**config.mk**
```make
export PLATFORM = sky130hd
export DESIGN_NAME = alx_decoder
export DESIGN_NICKNAME = d
export VERILOG_FILES = /design/src/logic/alx_pkg.sv /design/src/logic/alx_ram.sv /design/src/logic/alx_decoder.sv
export VERILOG_INCLUDE_DIRS = /design/src /design/src/logic
export SDC_FILE = /design/constraint.sdc
export NUM_CORES = 2
export LEC_CHECK = 0
export BUFFER_PORTS_ARGS = -buffer_cell sky130_fd_sc_hd__clkbuf_2
export CAP_MARGIN = 40
export CELL_PAD_IN_SITES_DETAIL_PLACEMENT = 0
export CELL_PAD_IN_SITES_GLOBAL_PLACEMENT = 1
export CORE_ASPECT_RATIO = 1.2
export CORE_UTILIZATION = 55
export CTS_CLUSTER_DIAMETER = 200
export DETAILED_ROUTE_END_ITERATION = 8
export GPL_TIMING_DRIVEN = 0
export PLACE_DENSITY_LB_ADDON = 0.1
export SKIP_CTS_REPAIR_TIMING = 1
export SYNTH_ARGS = -nofsm -noshare
export SYNTH_HDL_FRONTEND = slang
export SYNTH_SLANG_ARGS = --single-unit
export TNS_END_PERCENT = 20
```
**constraint.sdc**
```tcl
create_clock -name aclk -period 15.5 [get_ports aclk]
set_input_delay 1.55 -clock aclk [delete_from_list [all_inputs] [get_ports aclk]]
set_output_delay 1.55 -clock aclk [all_outputs]
set_load 0.02 [all_outputs]
```
**src/logic/alx_map.svh**
```systemverilog
// Purpose: Register offsets, opcodes, field positions and reset values
// Assumes: AXI4-Lite byte addresses, 32-bit data
// Notes:   Definitions only
`ifndef ALX_MAP_SVH
`define ALX_MAP_SVH

// ----------------------------------------------------------------
// Bus width and response codes
// ----------------------------------------------------------------
`define ALX_ADDR_W        8
`define ALX_RESP_OKAY     2'h0
`define ALX_RESP_SLVERR   2'h2

// ----------------------------------------------------------------
// Register byte offsets
// ----------------------------------------------------------------
`define ALX_OFF_INSTR     8'h00
`define ALX_OFF_ACC       8'h04
`define ALX_OFF_XREG      8'h08
`define ALX_OFF_PTR       8'h0C
`define ALX_OFF_IRQ       8'h10
`define ALX_OFF_WAKE_A    8'h14
`define ALX_OFF_WAKE_B    8'h18
`define ALX_OFF_WAKE_C    8'h1C
`define ALX_OFF_WAKE_D    8'h20
`define ALX_OFF_LCD       8'h24
`define ALX_OFF_DATA_PTR  8'h28
`define ALX_OFF_RAM       8'h2C
`define ALX_OFF_STATUS    8'h30

// ----------------------------------------------------------------
// Opcodes and immediate field
// ----------------------------------------------------------------
`define ALX_OP_W          10
`define ALX_OP_PTR        10'h051
`define ALX_OP_IRQ        10'h253
`define ALX_OP_WAKE_A     10'h256
`define ALX_OP_WAKE_B     10'h259
`define ALX_OP_WAKE_C     10'h25A
`define ALX_OP_WAKE_D     10'h25B
`define ALX_OP_LCD        10'h24A
`define ALX_OP_RAM        10'h2C0
`define ALX_OP_RAM_MASK   10'h3F0
`define ALX_IMM_HI        3
`define ALX_IMM_LO        0

// ----------------------------------------------------------------
// Fields, sizes and reset values
// ----------------------------------------------------------------
`define ALX_NIB_W         4
`define ALX_PTR_W         3
`define ALX_DATA_PTR_W    9
`define ALX_RAM_DEPTH     288
`define ALX_ST_CARRY      0
`define ALX_ST_SKIP       1
`define ALX_ST_UNKNOWN    2
`define ALX_RST_NIB       4'h0
`define ALX_RST_PTR       3'h0
`define ALX_RST_DATA_PTR  9'h000
`define ALX_RST_OP        10'h000

`endif

```
**src/logic/alx_pkg.sv**
```systemverilog
// Purpose: Types shared by the accumulator load block
// Assumes: alx_map.svh included where offsets are needed
// Notes:   Types only
package alx_pkg;

  // ----------------------------------------------------------------
  // Instruction classes
  // ----------------------------------------------------------------
  typedef enum logic [3:0] {
    ALX_CLS_NONE,
    ALX_CLS_PTR,
    ALX_CLS_IRQ,
    ALX_CLS_WAKE_A,
    ALX_CLS_WAKE_B,
    ALX_CLS_WAKE_C,
    ALX_CLS_WAKE_D,
    ALX_CLS_LCD,
    ALX_CLS_RAM
  } alx_cls_type;

  // ----------------------------------------------------------------
  // Core state carried together
  // ----------------------------------------------------------------
  typedef struct packed {
    logic [3:0] acc;
    logic [3:0] xreg;
    logic       carry;
    logic       skip;
    logic       unknown;
  } alx_core_type;

  typedef struct packed {
    logic [3:0] irq_ctrl_reg;
    logic [3:0] wake_ctrl_a;
    logic [3:0] wake_ctrl_b;
    logic [3:0] wake_ctrl_c;
    logic [3:0] wake_ctrl_d;
    logic [3:0] lcd_ctrl_reg;
    logic [2:0] pointer_reg_bits;
    logic [8:0] data_pointer;
  } alx_ctrl_type;

endpackage

```
**src/logic/alx_ram.sv**
```systemverilog
// Purpose: Nibble-wide data memory with registered read
// Assumes: Single clock, one write port, one read port
// Notes:   Addresses beyond the depth read zero
`timescale 1ns/1ps
`include "alx_map.svh"

module alx_ram (
  // Clock
  input  wire logic                        aclk,
  // Write port
  input  wire logic                        wr_en,
  input  wire logic [`ALX_DATA_PTR_W-1:0]  wr_addr,
  input  wire logic [`ALX_NIB_W-1:0]       wr_data,
  // Read port
  input  wire logic [`ALX_DATA_PTR_W-1:0]  rd_addr,
  output logic      [`ALX_NIB_W-1:0]       rd_data
);

  logic [`ALX_NIB_W-1:0] mem [0:`ALX_RAM_DEPTH-1];
  wire                   wr_ok = wr_en && (wr_addr < `ALX_DATA_PTR_W'(`ALX_RAM_DEPTH));
  wire                   rd_ok = rd_addr < `ALX_DATA_PTR_W'(`ALX_RAM_DEPTH);

  always_ff @(posedge aclk) begin
    if (wr_ok) begin
      mem[wr_addr] <= wr_data;
    end
  end

  always_ff @(posedge aclk) begin
    rd_data <= rd_ok ? mem[rd_addr] : `ALX_RST_NIB;
  end

endmodule // alx_ram

```
**src/logic/alx_decoder.sv**
```systemverilog
// Purpose: Decode and run the accumulator load instructions
// Assumes: Software issues opcodes and loads sources over AXI4-Lite
// Notes:   One instruction per write to the instruction register
`timescale 1ns/1ps
`include "alx_map.svh"

module alx_decoder (
  // Clock and reset
  input  wire logic                  aclk,
  input  wire logic                  aresetn,
  // Write address channel
  input  wire logic [`ALX_ADDR_W-1:0] awaddr,
  input  wire logic [2:0]            awprot,
  input  wire logic                  awvalid,
  output logic                       awready,
  // Write data channel
  input  wire logic [31:0]           wdata,
  input  wire logic [3:0]            wstrb,
  input  wire logic                  wvalid,
  output logic                       wready,
  // Write response channel
  output logic [1:0]                 bresp,
  output logic                       bvalid,
  input  wire logic                  bready,
  // Read address channel
  input  wire logic [`ALX_ADDR_W-1:0] araddr,
  input  wire logic [2:0]            arprot,
  input  wire logic                  arvalid,
  output logic                       arready,
  // Read data channel
  output logic [31:0]                rdata,
  output logic [1:0]                 rresp,
  output logic                       rvalid,
  input  wire logic                  rready,
  // Core state
  output logic [3:0]                 acc_out,
  output logic [3:0]                 xreg_out,
  output logic                       carry_flag,
  output logic                       skip_next
);

  // ----------------------------------------------------------------
  // Helpers
  // ----------------------------------------------------------------
  function automatic logic [31:0] merge(input logic [31:0] old, input logic [31:0] data, input logic [3:0] strb);
    logic [31:0] res;
    res = old;
    for (int i = 0; i < 4; i++) begin
      if (strb[i]) begin
        res[i*8 +: 8] = data[i*8 +: 8];
      end
    end
    return res;
  endfunction

  function automatic alx_pkg::alx_cls_type classify(input logic [`ALX_OP_W-1:0] op);
    alx_pkg::alx_cls_type c;
    c = alx_pkg::ALX_CLS_NONE;
    case (op)
      `ALX_OP_PTR:    c = alx_pkg::ALX_CLS_PTR;
      `ALX_OP_IRQ:    c = alx_pkg::ALX_CLS_IRQ;
      `ALX_OP_WAKE_A: c = alx_pkg::ALX_CLS_WAKE_A;
      `ALX_OP_WAKE_B: c = alx_pkg::ALX_CLS_WAKE_B;
      `ALX_OP_WAKE_C: c = alx_pkg::ALX_CLS_WAKE_C;
      `ALX_OP_WAKE_D: c = alx_pkg::ALX_CLS_WAKE_D;
      `ALX_OP_LCD:    c = alx_pkg::ALX_CLS_LCD;
      default: begin
        if ((op & `ALX_OP_RAM_MASK) == `ALX_OP_RAM) begin
          c = alx_pkg::ALX_CLS_RAM;
        end
      end
    endcase
    return c;
  endfunction

  // ----------------------------------------------------------------
  // State
  // ----------------------------------------------------------------
  alx_pkg::alx_core_type   core;
  alx_pkg::alx_ctrl_type   ctrl;
  logic [`ALX_OP_W-1:0]    last_op;
  logic [`ALX_ADDR_W-1:0]  aw_addr;
  logic [31:0]             w_data;
  logic [3:0]              w_strb;
  logic                    aw_held;
  logic                    w_held;
  logic [`ALX_NIB_W-1:0]   ram_rd;

  // ----------------------------------------------------------------
  // Write path decode
  // ----------------------------------------------------------------
  wire        do_write   = aw_held && w_held && !bvalid;
  wire        wr_instr   = do_write && (aw_addr == `ALX_OFF_INSTR);
  wire        wr_acc     = do_write && (aw_addr == `ALX_OFF_ACC);
  wire        wr_xreg    = do_write && (aw_addr == `ALX_OFF_XREG);
  wire        wr_ptr     = do_write && (aw_addr == `ALX_OFF_PTR);
  wire        wr_irq     = do_write && (aw_addr == `ALX_OFF_IRQ);
  wire        wr_wake_a  = do_write && (aw_addr == `ALX_OFF_WAKE_A);
  wire        wr_wake_b  = do_write && (aw_addr == `ALX_OFF_WAKE_B);
  wire        wr_wake_c  = do_write && (aw_addr == `ALX_OFF_WAKE_C);
  wire        wr_wake_d  = do_write && (aw_addr == `ALX_OFF_WAKE_D);
  wire        wr_lcd     = do_write && (aw_addr == `ALX_OFF_LCD);
  wire        wr_data_ptr = do_write && (aw_addr == `ALX_OFF_DATA_PTR);
  wire        wr_ram     = do_write && (aw_addr == `ALX_OFF_RAM) && w_strb[0];
  wire        wr_status  = do_write && (aw_addr == `ALX_OFF_STATUS);
  wire        wr_mapped  = wr_instr | wr_acc | wr_xreg | wr_ptr | wr_irq | wr_wake_a | wr_wake_b
                         | wr_wake_c | wr_wake_d | wr_lcd | wr_data_ptr | (aw_addr == `ALX_OFF_RAM) | wr_status;
  wire [31:0] wr_word    = merge(32'h0000_0000, w_data, w_strb);
  wire [31:0] op_word    = merge({22'h00_0000, last_op}, w_data, w_strb);
  wire [31:0] ptr_word   = merge({23'h00_0000, ctrl.data_pointer}, w_data, w_strb);

  // ----------------------------------------------------------------
  // Instruction execution
  // ----------------------------------------------------------------
  wire                       exec    = wr_instr;
  wire [`ALX_OP_W-1:0]       exec_op = op_word[`ALX_OP_W-1:0];
  alx_pkg::alx_cls_type      exec_cls;
  assign exec_cls = exec ? classify(exec_op) : alx_pkg::ALX_CLS_NONE;
  wire [3:0]                 imm     = exec_op[`ALX_IMM_HI:`ALX_IMM_LO];

  alx_pkg::alx_core_type next_core;
  always_comb begin
    next_core = core;
    case (exec_cls)
      alx_pkg::ALX_CLS_PTR:    next_core.acc = {1'b0, ctrl.pointer_reg_bits};
      alx_pkg::ALX_CLS_IRQ:    next_core.acc = ctrl.irq_ctrl_reg;
      alx_pkg::ALX_CLS_WAKE_A: next_core.acc = ctrl.wake_ctrl_a;
      alx_pkg::ALX_CLS_WAKE_B: next_core.acc = ctrl.wake_ctrl_b;
      alx_pkg::ALX_CLS_WAKE_C: next_core.acc = ctrl.wake_ctrl_c;
      alx_pkg::ALX_CLS_WAKE_D: next_core.acc = ctrl.wake_ctrl_d;
      alx_pkg::ALX_CLS_LCD:    next_core.acc = ctrl.lcd_ctrl_reg;
      alx_pkg::ALX_CLS_RAM: begin
        next_core.acc  = ram_rd;
        next_core.xreg = core.xreg ^ imm;
      end
      default: begin
        next_core.unknown = core.unknown | exec;
      end
    endcase
    // Carry and skip follow software only
    if (wr_acc) begin
      next_core.acc = wr_word[3:0];
    end
    if (wr_xreg) begin
      next_core.xreg = wr_word[3:0];
    end
    if (wr_status) begin
      next_core.carry   = wr_word[`ALX_ST_CARRY];
      next_core.skip    = wr_word[`ALX_ST_SKIP];
      next_core.unknown = next_core.unknown & ~wr_word[`ALX_ST_UNKNOWN];
    end
  end

  always_ff @(posedge aclk) begin
    if (!aresetn) begin
      core    <= '0;
      last_op <= `ALX_RST_OP;
    end else begin
      core    <= next_core;
      last_op <= exec ? exec_op : last_op;
    end
  end

  always_ff @(posedge aclk) begin
    if (!aresetn) begin
      ctrl <= '0;
    end else begin
      if (wr_ptr)    ctrl.pointer_reg_bits <= wr_word[`ALX_PTR_W-1:0];
      if (wr_irq)    ctrl.irq_ctrl_reg     <= wr_word[3:0];
      if (wr_wake_a) ctrl.wake_ctrl_a      <= wr_word[3:0];
      if (wr_wake_b) ctrl.wake_ctrl_b      <= wr_word[3:0];
      if (wr_wake_c) ctrl.wake_ctrl_c      <= wr_word[3:0];
      if (wr_wake_d) ctrl.wake_ctrl_d      <= wr_word[3:0];
      if (wr_lcd)    ctrl.lcd_ctrl_reg     <= wr_word[3:0];
      if (wr_data_ptr) ctrl.data_pointer   <= ptr_word[`ALX_DATA_PTR_W-1:0];
    end
  end

  // ----------------------------------------------------------------
  // Data memory
  // ----------------------------------------------------------------
  alx_ram u_ram (
    .aclk    (aclk),
    .wr_en   (wr_ram),
    .wr_addr (ctrl.data_pointer),
    .wr_data (w_data[3:0]),
    .rd_addr (ctrl.data_pointer),
    .rd_data (ram_rd)
  );

  // ----------------------------------------------------------------
  // AXI write channels
  // ----------------------------------------------------------------
  assign awready = !aw_held;
  assign wready  = !w_held;

  always_ff @(posedge aclk) begin
    if (!aresetn) begin
      aw_held <= 1'b0;
      w_held  <= 1'b0;
      aw_addr <= '0;
      w_data  <= '0;
      w_strb  <= '0;
      bvalid  <= 1'b0;
      bresp   <= `ALX_RESP_OKAY;
    end else begin
      if (awvalid && awready) begin
        aw_held <= 1'b1;
        aw_addr <= {awaddr[`ALX_ADDR_W-1:2], 2'h0};
      end else if (bvalid && bready) begin
        aw_held <= 1'b0;
      end
      if (wvalid && wready) begin
        w_held <= 1'b1;
        w_data <= wdata;
        w_strb <= wstrb;
      end else if (bvalid && bready) begin
        w_held <= 1'b0;
      end
      if (do_write) begin
        bvalid <= 1'b1;
        bresp  <= wr_mapped ? `ALX_RESP_OKAY : `ALX_RESP_SLVERR;
      end else if (bready) begin
        bvalid <= 1'b0;
      end
    end
  end

  // ----------------------------------------------------------------
  // AXI read channels
  // ----------------------------------------------------------------
  wire [`ALX_ADDR_W-1:0] ra = {araddr[`ALX_ADDR_W-1:2], 2'h0};
  logic [31:0]           rd_word;
  logic                  rd_hit;
  always_comb begin
    rd_hit  = 1'b1;
    rd_word = 32'h0000_0000;
    case (ra)
      `ALX_OFF_INSTR:  rd_word[`ALX_OP_W-1:0]  = last_op;
      `ALX_OFF_ACC:    rd_word[3:0]            = core.acc;
      `ALX_OFF_XREG:   rd_word[3:0]            = core.xreg;
      `ALX_OFF_PTR:    rd_word[`ALX_PTR_W-1:0] = ctrl.pointer_reg_bits;
      `ALX_OFF_IRQ:    rd_word[3:0]            = ctrl.irq_ctrl_reg;
      `ALX_OFF_WAKE_A: rd_word[3:0]            = ctrl.wake_ctrl_a;
      `ALX_OFF_WAKE_B: rd_word[3:0]            = ctrl.wake_ctrl_b;
      `ALX_OFF_WAKE_C: rd_word[3:0]            = ctrl.wake_ctrl_c;
      `ALX_OFF_WAKE_D: rd_word[3:0]            = ctrl.wake_ctrl_d;
      `ALX_OFF_LCD:    rd_word[3:0]            = ctrl.lcd_ctrl_reg;
      `ALX_OFF_DATA_PTR: rd_word[`ALX_DATA_PTR_W-1:0] = ctrl.data_pointer;
      `ALX_OFF_RAM:    rd_word[3:0]            = ram_rd;
      `ALX_OFF_STATUS: rd_word[2:0]            = {core.unknown, core.skip, core.carry};
      default:         rd_hit                  = 1'b0;
    endcase
  end

  assign arready = !rvalid;

  always_ff @(posedge aclk) begin
    if (!aresetn) begin
      rvalid <= 1'b0;
      rdata  <= '0;
      rresp  <= `ALX_RESP_OKAY;
    end else if (arvalid && arready) begin
      rvalid <= 1'b1;
      rdata  <= rd_word;
      rresp  <= rd_hit ? `ALX_RESP_OKAY : `ALX_RESP_SLVERR;
    end else if (rready) begin
      rvalid <= 1'b0;
    end
  end

  assign acc_out    = core.acc;
  assign xreg_out   = core.xreg;
  assign carry_flag = core.carry;
  assign skip_next  = core.skip;
endmodule // alx_decoder

```
* Word-level counts from Yosys, hierarchy flattened *
Memories as Yosys holds them, arrays and structs flattened. A register that Yosys moved wholly into a read port is not among the register bits.
Cells that the tools add are included.

storage, ports and cells
  input bits = 65
  word-level logic and storage cells = 149
  memories = 1
  flip-flop bits (word level) = 93
  output and inout bits = 51
  memory bits (writable) = 1,152

memory list
  memory     depth  width  rd ports  clocked after Yosys merged registers in  wr ports  RTL line       RTL
  u_ram.mem  288    4      1         1                                        1         alx_ram.sv:19  logic [`ALX_NIB_W-1:0] mem [0:`ALX_RAM_DEPTH-1];

cells by class
  multiplexer cells = 28
  equality and inequality tests = 40
  reductions and logical operators = 38
  magnitude comparators = 1
  bitwise operators = 16

operators with widths
  cell                    count
  $eq A10 B10 Y1 const B  6
  $eq A6 B4 Y1 const B    10
  $eq A6 B3 Y1 const B    8
  $pmux W3 S13            1
  $pmux W4 S8             1
  $pmux W4 S7             1
  $eq A6 B2 Y1 const B    4
  $mux W4                 6
  $logic_and A1 B1 Y1     21
  $eq A4 B3 Y1 const B    4
  $logic_not A8 Y1        2
  $mux W1                 13
  $or A1 B1 Y1            13
  $reduce_or A13 Y1       1
  $eq A6 B1 Y1 const B    2
  $pmux W1 S11            1
  $eq A10 B7 Y1 const B   1
  $pmux W5 S2             1
  $reduce_bool A2 Y1      5
  $lt A9 B9 Y1 const B    1
  $reduce_bool A9 Y1      1
  $eq A4 B2 Y1 const B    2
  $mux W8                 1
  $reduce_or A8 Y1        1
  other kinds (9)         16

* Logic depth before layout (Yosys ltp) *
  depth in word-level cells = 16
  depth in mapped cells = 12
  mapped depth without buffers = 8

* Modules after synthesis *
From an unflattened synthesis, not the netlist that was laid out.

second synthesis, totals
  cell total of the unflattened synthesis = 2,720
  area, all modules = 50,641.1 um^2

by module, submodules not included
  module       times used  cells an instance  sequential area each (um^2)  area an instance (um^2)
  alx_ram      1           2,126              34,673.3                     45,422.3
  alx_decoder  1           594                1,821.7                      5,218.8

* Least setup slack after synthesis *
No wires, ideal clock.

  path kind = register -> register
  start = register w_data[1]
  end = register core, in the netlist acc_out[2]
  buffers on the path = 2
  data arrival time = 6.100 ns
  clock period less this slack = 6.157 ns
  library setup time = 0.057 ns
  slack = 9.343 ns
  cell stages (with the launch flop) = 11
  data required time = 15.443 ns
  cells stage by stage = dfxtp_1 -> buf_2 -> nand2_1 -> clkbuf_1 -> o22ai_1 -> a22o_1 -> and2_1 -> or4b_1 -> o211a_1 -> a21oi_1 -> a21o_1

on the way
  cells in the longest elaborated chain, start to end = 7
  elaborated cells between the ends (all ways) = 21
  those cells by class = 15 x eq/ne; 5 x mux; 1 x reduce/logical

ends and longest elaborated chain
  what                                             RTL line            RTL
  from (decl)                                      alx_decoder.sv:83   logic [31:0] w_data;
  from (signal assigned)                           alx_decoder.sv:215  w_data <= wdata;
  $mux W8 *                                        alx_decoder.sv:49   if (strb[i]) begin
  $eq A10 B10 Y1 or $eq A10 B7 Y1 (tied branches)  alx_decoder.sv:59   case (op)
  $pmux W4 S7 *                                    alx_decoder.sv:59
  $mux W4 *                                        alx_decoder.sv:118  assign exec_cls = exec ? classify(exec_op) : alx_pkg::ALX_CLS_NONE;
  $eq A4 B4 Y1 (tied with other cells)             alx_decoder.sv:124  case (exec_cls)
  $pmux W4 S8                                      alx_decoder.sv:124
  $mux W4                                          alx_decoder.sv:141  if (wr_acc) begin
  to (signal assigned)                             alx_decoder.sv:159  core <= next_core;
  to (decl)                                        alx_decoder.sv:79   alx_pkg::alx_core_type core;

Every way passes the cells marked *; elsewhere a longest branch is shown, timed or not.
A chain may end at the register's enable or synchronous reset.

* Final worst setup path *
  start = register ctrl[2] (netlist name)
  end = memory u_ram.mem[45][0] (netlist name) (enable)

on the way
  cells in the longest elaborated chain, start to end = 4

ends and longest elaborated chain
  what                           RTL line           RTL
  from (decl)                    alx_decoder.sv:80  alx_pkg::alx_ctrl_type ctrl;
  $lt A9 B9 Y1                   alx_ram.sv:20      wire wr_ok = wr_en && (wr_addr < `ALX_DATA_PTR_W'(`ALX_RAM_DEPTH));
  $logic_and A1 B1 Y1            alx_ram.sv:20
  $mux W1                        alx_ram.sv:24      if (wr_ok) begin
  $mux W1 (implied by the code)  alx_ram.sv:25      mem[wr_addr] <= wr_data;
  to (decl)                      alx_ram.sv:19

Several ways; a longest one is shown, not always the timed one.

==> metrics.log <==
[metrics] GR Overflow Total: 0
[metrics] sequential fraction of the synthesis area: between 70 and 80%
[metrics] first-pass GRT wire length: 219 mm
[metrics] WS Path Type: flop to flop
[metrics] Cell Area, Synth: slightly above 50000 um^2
[metrics] vertical die dimension: ~330 um
[metrics] top-level port count: between 100 and 150
[metrics] average instance area after synthesis: ~18 um^2
[metrics] Max Clk Rate: ~0.18 GHz
[metrics] Horiz. Die Dim: about 280 um
[metrics] Worst EP required: 15860 ps
[metrics] TritonCTS clock tree: yes
[metrics] tightest slew margin relative to the limit: roughly 33%
[metrics] Total Routing Usage GR: about a third
[metrics] number of warnings reported in the yosys synthesis log: 0
[metrics] count of pins over their slew limit: 0
[metrics] prevailing post-synth register cell: sky130_fd_sc_hd__edfxtp_1
[metrics] antenna violations before repair: 3
[metrics] VDD IR max: 0.125 mV
[metrics] number of I/O port buffers: 55
[metrics] Total Routed Length: about 160 mm
[metrics] share of synthesized flip-flops with an asynchronous set or reset: 0%
[metrics] final net count: approximately 3100
[metrics] shortest period the worst path allows: around 5600 ps
[metrics] clock transition at the registers of the reported paths: 60 ps
[metrics] vias in the first global route: between 20000 and 30000
[metrics] CTS H-tree depth: 3
[metrics] transition time at the pin with the least slew margin: between 1000 and 1500 ps
[metrics] pin count of the biggest net entering global routing: 101
[metrics] Final HPWL DP: approximately 110 mm
[metrics] Setup Skew: ~33 ps
[metrics] total core area: ~90000 um^2
[metrics] final antenna-violating net count: 0
[metrics] ratio of cells with drive above 1 in the final layout: 23.8%
[metrics] leakage power of the design: between 15 and 20 nW
[metrics] count of unique library cells instantiated by Yosys: 81
[metrics] number of vias per cell: between 6 and 7
[metrics] Pre-antenna DRT Iters: 6
[metrics] Worst Path Arrival: between 5000 and 6000 ps
[metrics] drt wl/cell: about 36 um
[metrics] root cell of the clock tree: sky130_fd_sc_hd__clkbuf_16
[metrics] max-cap viol count: 0
[metrics] clock network latency to the later pin of the worst-skew pair: 720 ps
[metrics] slack of the critical path: just under 10000 ps
[metrics] number of clock buffers inserted by TritonCTS: roughly 120
[metrics] largest fanout on the critical path: 11
[metrics] detailed-route via count: 29200
[metrics] worst hold path class: flop to flop
[metrics] cells after synthesis: ~2800
[metrics] count of state elements after synthesis: roughly 1200
[metrics] Initial Util: 55.5%
[metrics] Setup-failing EPs final: 0
[metrics] outcome: finished, final reports clean
[metrics] die footprint: just over 90000 um^2
[metrics] number of core rows: about 120
[metrics] Critical Path End Type: flop
[metrics] power density over the cells: roughly 120 nW/um^2
[metrics] Setup Total Neg Slack: 0 ps
[metrics] Post-synth EDFFs: 1152
[metrics] setup repair after global routing missed its margin: false
[metrics] Hold Fails Final Rpt: 0
[metrics] worst setup slack before clock tree synthesis: between 9000 and 10000 ps
[metrics] initial detailed-routing violation count: 4503
[metrics] synth-to-layout area growth: 13.4%
[metrics] Clock Sink Count: 1247
[metrics] detailed-route DRC error count: 0
[metrics] sort of element at the start of the critical path: flop
[metrics] Routability Congestion: 0.922
[metrics] period utilization: 36.3%
[metrics] largest buffer count on any clock path: 3
power by group:
| part | switching, W | internal (W) | total (W) |
|---|---|---|---|
| logic | 0.0000856 | 0.0000291 | 0.000115 |
| registers | 0.0000144 | 0.00368 | 0.00370 |
| clock network | 0.00123 | 0.00155 | 0.00278 |
cell type report:
cell class,count,area [um^2]
Clock inverter,64,482
Multi-Input combinational cell,1345,12900
Sequential cell,1247,36500
Buffer,209,1040
Antenna cell,2,5.00
Fill cell,6430,33600
Clock buffer,155,3190
Inverter,15,56.3
Tap cell,1168,1460
Timing Repair Buffer,136,1520
layout by cell type (no fill, tap or decap), types with 57 or more instances in the layout:
| master | instances |
|---|---|
| sky130_fd_sc_hd__a21oi_1 | 83 |
| sky130_fd_sc_hd__clkbuf_1 | 115 |
| sky130_fd_sc_hd__clkbuf_16 | 122 |
| sky130_fd_sc_hd__clkbuf_2 | 57 |
| sky130_fd_sc_hd__dfxtp_1 | 91 |
| sky130_fd_sc_hd__edfxtp_1 | 1152 |
| sky130_fd_sc_hd__mux2i_1 | 82 |
| sky130_fd_sc_hd__mux4_2 | 334 |
| sky130_fd_sc_hd__nand2_1 | 120 |
| sky130_fd_sc_hd__nor2_1 | 398 |
cells in the mapped netlist, types with 31 or more instances:
master / instances / area share [%]
sky130_fd_sc_hd__mux2i_1: 82 / 1.6
sky130_fd_sc_hd__edfxtp_1: 1152 / 69
sky130_fd_sc_hd__dfxtp_1: 95 / 3.8
sky130_fd_sc_hd__nand3_1: 49 / 0.49
sky130_fd_sc_hd__clkbuf_1: 85 / 0.63
sky130_fd_sc_hd__buf_4: 46 / 0.68
sky130_fd_sc_hd__nand2_1: 120 / 0.89
sky130_fd_sc_hd__o21ai_0: 31 / 0.31
sky130_fd_sc_hd__a21oi_1: 83 / 0.82
sky130_fd_sc_hd__nor2_1: 398 / 3.0
sky130_fd_sc_hd__buf_2: 48 / 0.48
sky130_fd_sc_hd__mux4_2: 334 / 15
final timing paths:
check | startpoint | to | slack, ps | cells past startpoint
max | ctrl[2] | u_ram.mem[45][0] | 9870 | 10
min | bresp[1] | bresp[1] | 470 | 2
max reg2reg | ctrl[2] | u_ram.mem[45][0] | 9870 | 10
min reg2reg | bresp[1] | bresp[1] | 470 | 2
cells by family (layout without fill, tap and decap cells):
group	count (synthesis)	after routing	synth area share (%)
mux	425	425	16.8
xor+xnor	4	4	0.0695
compound gates	215	215	2.73
flops	1247	1247	72.4
other cells	1	26	0.00744
buf+inv	224	579	2.16
simple gates	677	677	5.89
flip-flops by register name, indices dropped and copies added (netlist names), 2 cells and up:
name / count
acc_out: 4
w_strb: 2
w_data: 10
aw_addr: 6
xreg_out: 4
ctrl: 36
u_ram.mem: 1152
last_op: 10
rdata: 10
u_ram.rd_data: 4
per-layer routing:
layer / vias up / part of all wire, % / track usage, %
met5: - / 0.0071 / 0
met4: 2 / 5.7 / 17.0
met3: 418 / 10 / 6.98
met2: 1998 / 48 / 54.4
met1: 15143 / 36 / 45.4
li1: 11639 / - / -
worst max-delay path, cell delays in order, from the launching register on:
cell,delay [ps]
sky130_fd_sc_hd__dfxtp_1,310
sky130_fd_sc_hd__clkbuf_1,520
sky130_fd_sc_hd__buf_2,590
sky130_fd_sc_hd__buf_2,600
sky130_fd_sc_hd__buf_2,520
sky130_fd_sc_hd__buf_1,790
sky130_fd_sc_hd__nand3_1,620
sky130_fd_sc_hd__buf_8,350
sky130_fd_sc_hd__clkbuf_1,330
sky130_fd_sc_hd__buf_8,270
sky130_fd_sc_hd__nor2_1,350
per-stage QoR:
step	utilization [%]	cells	area, um^2	hold slack [ps]	power, W
after floorplan	-	2816	50500	445	0.00384
after global placement	57.5	4039	52200	461	0.00389
after detailed placement	58.9	4119	53500	459	0.00388
after CTS	62.9	4338	57200	468	0.00661
after global routing	63.0	4339	57200	489	0.00674
final	63.0	4341	57200	468	0.00659
No activity file was read; power rests on OpenSTA's default activity.
